--- src/common/cdpc_regs.vh ---
// Register offsets, field positions, reset values and cycle counts of the clock control block
`ifndef CDPC_REGS_VH
`define CDPC_REGS_VH
`define CDPC_ADDR_RATE_A 8'h8f
`define CDPC_ADDR_PLL_CTL 8'ha3
`define CDPC_ADDR_PLL_DIV 8'ha4
`define CDPC_ADDR_RATE_B 8'haf
`define CDPC_RST_VAL 8'h00
`define CDPC_RATE_A_MASK 8'h7f
`define CDPC_RATE_B_MASK 8'h01
`define CDPC_PLL_CTL_MASK 8'h06
`define CDPC_BIT_CORE_DBL 0
`define CDPC_BIT_TIMER_A 1
`define CDPC_BIT_TIMER_B 2
`define CDPC_BIT_TIMER_C 3
`define CDPC_BIT_UART 4
`define CDPC_BIT_CNT_ARRAY 5
`define CDPC_BIT_WATCHDOG 6
`define CDPC_BIT_SPI 0
`define CDPC_BIT_EXT_USB 2
`define CDPC_BIT_PLL_EN 1
`define CDPC_BIT_PLL_LOCK 0
`define CDPC_PER_STD 12
`define CDPC_PER_FAST 6
`endif

--- src/rtl/cdpc_clock_ctrl.v ---
// Clock rate selection and PLL control registers
module cdpc_clock_ctrl (
  input wire mclk,
  input wire sys_rst,
  input wire [7:0] sfrAddr,
  input wire [7:0] sfrWdata,
  input wire sfrWe,
  input wire sfrRe,
  input wire pllLockRaw,
  output reg [7:0] sfrRdata,
  output reg cpuTick,
  output reg watchdogTick,
  output reg counterArrayTick,
  output reg uartTick,
  output reg timerCTick,
  output reg timerBTick,
  output reg timerATick,
  output reg spiTick,
  output reg pllEnable,
  output reg externalUsbClockSel,
  output reg oscEnable,
  output reg [3:0] pllRefDivider,
  output reg [3:0] pllInputDivider,
  output reg pllLockFlag
);
`include "cdpc_regs.vh"
  reg [7:0] rateA_q;
  reg [7:0] rateB_q;
  reg [7:0] pllCtl_q;
  reg [7:0] pll_divider_q;
  reg lockS1_q;
  reg lockS2_q;
  reg lockS3_q;
  reg lock_q;
  reg [3:0] cpuCnt_q;
  wire coreDbl = rateA_q[`CDPC_BIT_CORE_DBL];
  wire [6:0] perSel;
  wire [6:0] perTick;
  wire [3:0] cpuLast;
  wire [7:0] pllCtlRead;

  function [7:0] regRead;
    input [7:0] addr;
    input [7:0] a;
    input [7:0] b;
    input [7:0] c;
    input [7:0] d;
    begin
      case (addr)
        `CDPC_ADDR_RATE_A: regRead = a;
        `CDPC_ADDR_RATE_B: regRead = b;
        `CDPC_ADDR_PLL_CTL: regRead = c;
        `CDPC_ADDR_PLL_DIV: regRead = d;
        default: regRead = 8'h00;
      endcase
    end
  endfunction

  always @(posedge mclk) begin
    if (sys_rst) begin
      rateA_q <= `CDPC_RST_VAL;
      rateB_q <= `CDPC_RST_VAL;
      pllCtl_q <= `CDPC_RST_VAL;
      pll_divider_q <= `CDPC_RST_VAL;
    end else if (sfrWe) begin
      case (sfrAddr)
        `CDPC_ADDR_RATE_A: rateA_q <= sfrWdata & `CDPC_RATE_A_MASK;
        `CDPC_ADDR_RATE_B: rateB_q <= sfrWdata & `CDPC_RATE_B_MASK;
        `CDPC_ADDR_PLL_CTL: pllCtl_q <= sfrWdata & `CDPC_PLL_CTL_MASK;
        `CDPC_ADDR_PLL_DIV: pll_divider_q <= sfrWdata;
        default: pll_divider_q <= pll_divider_q;
      endcase
    end
  end

  // Lock comes from the analog PLL, so it is synchronised; it counts once stages two and three agree
  always @(posedge mclk) begin
    if (sys_rst) begin
      lockS1_q <= 1'b0;
      lockS2_q <= 1'b0;
      lockS3_q <= 1'b0;
      lock_q <= 1'b0;
    end else begin
      lockS1_q <= pllLockRaw;
      lockS2_q <= lockS1_q;
      lockS3_q <= lockS2_q;
      if (!pllCtl_q[`CDPC_BIT_PLL_EN])
        lock_q <= 1'b0;
      else if (lockS2_q == lockS3_q)
        lock_q <= lockS3_q;
    end
  end

  assign pllCtlRead = {5'h00, pllCtl_q[`CDPC_BIT_EXT_USB], pllCtl_q[`CDPC_BIT_PLL_EN], lock_q};

  // Core cycle: one tick per two oscillator periods in standard mode, every period in double-speed
  assign cpuLast = coreDbl ? 4'h0 : 4'h1;
  always @(posedge mclk) begin
    if (sys_rst) begin
      cpuCnt_q <= 4'h0;
      cpuTick <= 1'b0;
    end else if (cpuCnt_q >= cpuLast) begin
      cpuCnt_q <= 4'h0;
      cpuTick <= 1'b1;
    end else begin
      cpuCnt_q <= cpuCnt_q + 4'h1;
      cpuTick <= 1'b0;
    end
  end

  // Without double-speed every peripheral falls back to 12 periods whatever its select says
  assign perSel[0] = !coreDbl | rateA_q[`CDPC_BIT_TIMER_A];
  assign perSel[1] = !coreDbl | rateA_q[`CDPC_BIT_TIMER_B];
  assign perSel[2] = !coreDbl | rateA_q[`CDPC_BIT_TIMER_C];
  assign perSel[3] = !coreDbl | rateA_q[`CDPC_BIT_UART];
  assign perSel[4] = !coreDbl | rateA_q[`CDPC_BIT_CNT_ARRAY];
  assign perSel[5] = !coreDbl | rateA_q[`CDPC_BIT_WATCHDOG];
  assign perSel[6] = !coreDbl | rateB_q[`CDPC_BIT_SPI];

  genvar gi;
  generate
    for (gi = 0; gi < 7; gi = gi + 1) begin : genRate
      cdpc_rate_gen #(.CNT_W(4)) uRate (
        .mclk(mclk),
        .sys_rst(sys_rst),
        .slowSel(perSel[gi]),
        .tickQ(perTick[gi])
      );
    end
  endgenerate

  always @(posedge mclk) begin
    if (sys_rst) begin
      sfrRdata <= 8'h00;
      timerATick <= 1'b0;
      timerBTick <= 1'b0;
      timerCTick <= 1'b0;
      uartTick <= 1'b0;
      counterArrayTick <= 1'b0;
      watchdogTick <= 1'b0;
      spiTick <= 1'b0;
      pllEnable <= 1'b0;
      externalUsbClockSel <= 1'b0;
      oscEnable <= 1'b0;
      pllRefDivider <= 4'h0;
      pllInputDivider <= 4'h0;
      pllLockFlag <= 1'b0;
    end else begin
      sfrRdata <= sfrRe ? regRead(sfrAddr, rateA_q, rateB_q, pllCtlRead, pll_divider_q) : 8'h00;
      timerATick <= perTick[0];
      timerBTick <= perTick[1];
      timerCTick <= perTick[2];
      uartTick <= perTick[3];
      counterArrayTick <= perTick[4];
      watchdogTick <= perTick[5];
      spiTick <= perTick[6];
      pllEnable <= pllCtl_q[`CDPC_BIT_PLL_EN];
      externalUsbClockSel <= pllCtl_q[`CDPC_BIT_EXT_USB];
      oscEnable <= !pllCtl_q[`CDPC_BIT_EXT_USB];
      pllRefDivider <= pll_divider_q[7:4];
      pllInputDivider <= pll_divider_q[3:0];
      pllLockFlag <= lock_q;
    end
  end
endmodule

--- src/rtl/cdpc_rate_gen.v ---
// One rate-enable generator: a pulse every 6 or 12 oscillator periods
module cdpc_rate_gen #(
  parameter CNT_W = 4
) (
  input wire mclk,
  input wire sys_rst,
  input wire slowSel,
  output reg tickQ
);
`include "cdpc_regs.vh"
  localparam [CNT_W-1:0] FAST_LAST = `CDPC_PER_FAST - 1;
  localparam [CNT_W-1:0] STD_LAST = `CDPC_PER_STD - 1;
  reg [CNT_W-1:0] cnt_q;
  wire [CNT_W-1:0] lastVal = slowSel ? STD_LAST : FAST_LAST;
  // A rate change restarts cleanly since the compare uses >=
  always @(posedge mclk) begin
    if (sys_rst) begin
      cnt_q <= {CNT_W{1'b0}};
      tickQ <= 1'b0;
    end else if (cnt_q >= lastVal) begin
      cnt_q <= {CNT_W{1'b0}};
      tickQ <= 1'b1;
    end else begin
      cnt_q <= cnt_q + {{(CNT_W-1){1'b0}}, 1'b1};
      tickQ <= 1'b0;
    end
  end
endmodule

--- config.mk ---
export PLATFORM = sky130hd
export DESIGN_NAME = cdpc_clock_ctrl
export DESIGN_NICKNAME = d
export VERILOG_FILES = /design/src/rtl/cdpc_clock_ctrl.v /design/src/rtl/cdpc_rate_gen.v
export VERILOG_INCLUDE_DIRS = /design/src /design/src/common
export SDC_FILE = /design/constraint.sdc
export NUM_CORES = 1
export LEC_CHECK = 0
export ABC_CLOCK_PERIOD_IN_PS = 2950
export BUFFER_PORTS_ARGS = -buffer_cell sky130_fd_sc_hd__buf_2
export CORE_ASPECT_RATIO = 0.8
export CORE_UTILIZATION = 55
export DETAILED_ROUTE_END_ITERATION = 8
export GPL_ROUTABILITY_DRIVEN = 0
export PLACE_DENSITY = 0.76
export SYNTH_ARGS = -nofsm -noshare
export SYNTH_HDL_FRONTEND = slang
export SYNTH_HIERARCHICAL = 1
export SYNTH_SLANG_ARGS = --single-unit
--- constraint.sdc ---
create_clock -name mclk -period 2.95 [get_ports mclk]
set_input_delay 0.59 -clock mclk [delete_from_list [all_inputs] [get_ports mclk]]
set_output_delay 0.59 -clock mclk [all_outputs]
set_load 0.005 [all_outputs]
== After elaboration in Yosys (flattened, before gate mapping) ==
Index checks and enable logic that the tools add are counted.
W data, S select, Z words.
Storage, ports and cells
  bits in registers: 89
  input bits: 21
  output and inout port bits: 28
Operators by class
  $add $sub $neg: 8
  magnitude comparators: 8
  equal/unequal tests: 5
  multiplexer cells: 17
  bitwise operators: 9
  reductions and logical operators: 16
Operators by type and width (count)
  $add A4 B1 Y4 const B: 8
  $eq A8 B8 Y1 const B: 4
  $pmux W8 S4: 1
  $ge A4 B4 Y1: 7
  $mux W4: 7
  $reduce_or A2 Y1: 10
  $mux W1: 9
  $reduce_and A2 Y1: 4
  $or A1 B1 Y1: 7
  $ge A4 B1 Y1: 1
  $logic_not A1 Y1: 2
  $not A1 Y1: 2
  $eq A1 B1 Y1: 1

== Logic depth before layout (Yosys ltp) ==
  depth in word-level cells: 5
  depth in mapped cells: 6

== By module ==
Netlist, hierarchy kept.
Modules (own cells, without submodules)
  cdpc_clock_ctrl: times used 1, cells each 189, area each 1906.8 sq um, sequential area each 1081.0 sq um
  cdpc_rate_gen: times used 7, cells each 24, area each 236.5 sq um, sequential area each 100.1 sq um

== Least setup slack after synthesis ==
No wires, ideal clock.
  kind: input to register
  start point: input port sfrAddr[4]
  end point: register rateA_q[6]
  setup time: 0.128 ns
  arrival: 1.780 ns
  required time: 2.822 ns
  slack: 1.043 ns
  stages on the path: 5
  buffers on the path: 1
  cells stage by stage: or3b_1 > buf_6 > nor4_4 > mux2i_1 > nor2_1
Between the ends
  longest elaborated chain between the ends: 2
Ends and longest elaborated chain
  from (decl): RTL line cdpc_clock_ctrl.v:5  | input wire [7:0] sfrAddr,
  $eq A8 B8 Y1: RTL line cdpc_clock_ctrl.v:66  | case (sfrAddr)
  $reduce_and A2 Y1 (no source line)
  to (signal assigned): RTL line cdpc_clock_ctrl.v:61  | rateA_q <= `CDPC_RST_VAL;
  to (signal assigned): RTL line cdpc_clock_ctrl.v:67  | `CDPC_ADDR_RATE_A: rateA_q <= sfrWdata & `CDPC_RATE_A_MASK;
  to (decl): RTL line cdpc_clock_ctrl.v:27  | reg [7:0] rateA_q;
Every way passes these cells.
A chain may end at the register's enable or synchronous reset.

== Worst setup path after layout ==
  start point: input port sfrAddr[4]
  end point: register rateA_q[5]
Same word-level chain as after synthesis.

==> flow_metrics.env <==
export IMPL_status="complete, no violations"
export IMPL_cp_data_required_time_ns=3.20
export IMPL_clockBufferDepth=2
export IMPL_cts_buffers=9
export IMPL_cts_resized=0
export IMPL_viasPerCell=5.23
export IMPL_ir_drop_v=0.000421
export IMPL_drc_errors=0
export IMPL_final_setup_viol_count=0
export IMPL_die_area_um2=6800
export IMPL_yosysWarningCount=6
export IMPL_min_to="timerBTick"
export IMPL_ant_nets=0
export IMPL_synth_yosys_seq_area_share=0.500
export IMPL_async_reset_ff_frac=0
export IMPL_wire_per_inst_um=12.9
export IMPL_die_h_um=74.0
export IMPL_syn_avg_cell_area_um2=9.98
export IMPL_cp_end_kind="register"
export IMPL_ios=49
export IMPL_drtIter0Drc=165
export IMPL_period_needed_ns=1.86
export IMPL_p_leak_uw=0.00179
export IMPL_grt_ovfl_total=0
export IMPL_htreeDepth=3
export IMPL_slowest_stage="nor4_4"
export IMPL_rows=25
export IMPL_grt_max_degree=46
export IMPL_grt_pass1_vias=2368
export IMPL_antenna_found_initial=0
export IMPL_worst_path_buf_inv=1
export IMPL_grt_pass1_wl_mm=10.8
export IMPL_via_count=2591
export IMPL_p_per_area_nw_per_um2=549
export IMPL_dp_hpwl_mm=4.55
export IMPL_path_class="primary input to register"
export IMPL_cts_hold_buffers=0
export IMPL_insertion_delay_ns=0.36
export IMPL_skew_ns=0.00968
export IMPL_r2r_slack_ns=1.29
export IMPL_cts_sinks=89
export IMPL_synth_area_um2=3560
export IMPL_critPathArrivalTime_ns=2.11
export IMPL_r2r_end="genRate[6].uRate/cnt_q[2]"
export IMPL_diodes=0
export IMPL_initial_core_util=0.587
export IMPL_drive_gt1_frac=0.181
export IMPL_tightest_slew_ns=0.652
export IMPL_worst_r2r_path_depth=6
export IMPL_worstReg2RegStart="rateA_q[0]"
export IMPL_synthFlopType="dfxtp_1"
export IMPL_critPathMaxFanout=8
export IMPL_max_cap_violations=0
export IMPL_die_x_um=92.0
export IMPL_syn_inst=357
export IMPL_min_path_type="register to register"
export IMPL_core_area_um2=6070
export IMPL_clk_pin_slew_ns=0.09
export IMPL_portBuffers=48
export IMPL_final_setup_tns_ns=0
export IMPL_nets=460
export IMPL_min_from="genRate[1].uRate/tickQ"
export IMPL_min_path_cells=1
export IMPL_synth_edff_count=0
export IMPL_finalCritPeriodShare=0.631
export IMPL_hold_violations=0
export IMPL_crit_path_start_kind="primary input"
export IMPL_track_usage=0.204
export IMPL_cts_root_buf="clkbuf_8"
export IMPL_final_cell_count_no_fill=495
export IMPL_clock_fmax_mhz=537
export IMPL_rsz0062_at_grt="no"
export IMPL_placed_cells=479
export IMPL_cts_tree="yes"
export IMPL_drv_slew=0
export IMPL_path_cells="buf_2, or3b_1, nor4_4, mux2i_1, nor2_1"
export IMPL_yosysUniqueCellTypes=37
export IMPL_routed_wl_mm=6.40
export IMPL_max_stage_delay_ns=0.55
export IMPL_syn_nets=408
export IMPL_cp_top_family="simple AND/OR/NAND/NOR gates"
export IMPL_ys_ff_latch=89
export IMPL_drtPass1Iterations=4
export IMPL_area_growth_pct=14.8
export IMPL_cts_setup_buffers=0
export IMPL_slew_limit_headroom=0.562
[final cells by class]
cell class / instances / area, µm²
fill: 499 / 1980
sequential: 89 / 1780
multi-input combinational: 248 / 1690
timing repair buffer: 49 / 260
clock buffer: 9 / 124
tap: 81 / 101
clock inverter: 7 / 83.8
inverter: 12 / 45.0
[Yosys cell counts (all sizes together), types with 4 or more instances]
library cell / instances / area (µm²)
xnor2: 8 / 70.1
nand2: 18 / 67.6
a211oi: 7 / 87.6
xor2: 7 / 61.3
a22oi: 4 / 30.0
nor3: 5 / 41.3
nor2: 44 / 165
inv: 12 / 45.0
dfxtp: 89 / 1780
nor2b: 21 / 131
or2: 7 / 43.8
nand3: 15 / 75.1
clkbuf: 4 / 15.0
and3: 8 / 50.1
mux2i: 11 / 110
o21ai: 9 / 45.0
a21oi: 30 / 150
ha: 30 / 375
nand2b: 8 / 50.1
buf: 4 / 26.3
[placed cells by master (no fill, tap or decap), types with 2 or more instances in the layout]
master	synthesis	final
a211oi_2	7	7
a21oi_1	30	30
a222oi_1	2	2
a22oi_1	4	4
and3_1	8	8
buf_2	3	48
clkbuf_8	0	9
dfxtp_1	89	89
ha_1	30	30
inv_1	12	12
inv_6	0	3
inv_8	0	2
mux2i_1	11	11
nand2_1	18	18
nand2b_1	8	8
nand3_1	15	15
nor2_1	44	44
nor2b_1	21	21
nor3_1	3	3
o21ai_1	8	8
or2_1	7	7
or3b_1	2	2
or4_1	2	2
xnor2_1	8	8
xor2_1	7	7
[metrics by stage]
stage	total power, µW	utilization	instance area [µm²]	hold WS [ns]	setup slack [ns]
2_1_floorplan	1360	-	3560	0.414	1.04
3_3_place_gp	1400	0.640	3880	0.418	0.772
3_5_place_dp	1410	0.640	3880	0.420	0.710
4_1_cts	2280	0.674	4090	0.422	1.10
5_1_grt	2340	0.674	4090	0.442	1.00
6_report	2250	0.674	4090	0.436	1.09
[cells by family after synthesis]
logic type	share of synthesized area
AND/OR/NAND/NOR	0.202
adder cells (fa/ha/maj)	0.105
buffers and inverters	0.0242
other	0.00105
XOR/XNOR	0.0369
multiplexers	0.0309
AO/OA/AOI/OAI	0.0998
flip-flops	0.500
[state kept, by name (all words and copies together), names as in the netlist, 2 cells and up]
signal               count
rateA_q                  7
cpuCnt_q                 4
pllRefDivider            4
sfrRdata                 8
pll_divider_q            8
genRate.uRate/tickQ      7
pllCtl_q                 2
pllInputDivider          4
genRate.uRate/cnt_q     28
[metal layers]
metal / vias up / part of all wire / track usage / routed length, µm
met5: - / 0 / 0 / 0
met3: 10 / 0.065 / 0.0675 / 418
met1: 1162 / 0.47 / 0.261 / 3000
met4: 0 / 0.015 / 0.0799 / 93
li1: 1339 / - / - / -
met2: 80 / 0.45 / 0.327 / 2890
[worst max path at each step]
| stage | start | end | cells after the start |
|---|---|---|---|
| finish | sfrAddr[4] | rateA_q[5] | 5 |
| global placement | sfrAddr[4] | rateA_q[0] | 5 |
| global route | sfrAddr[4] | rateA_q[5] | 5 |
| floorplan | sfrAddr[4] | rateA_q[6] | 5 |
| CTS | sfrAddr[4] | rateA_q[5] | 5 |
| detailed placement | sfrAddr[4] | rateA_q[5] | 5 |
[power breakdown]
| group | internal (µW) | switching (µW) | total, µW |
|---|---|---|---|
| clock network | 411 | 454 | 865 |
| registers | 1230 | 25.7 | 1260 |
| logic | 55.7 | 69.4 | 125 |
| total | 1700 | 549 | 2250 |
No activity file was read; power rests on OpenSTA's default activity.
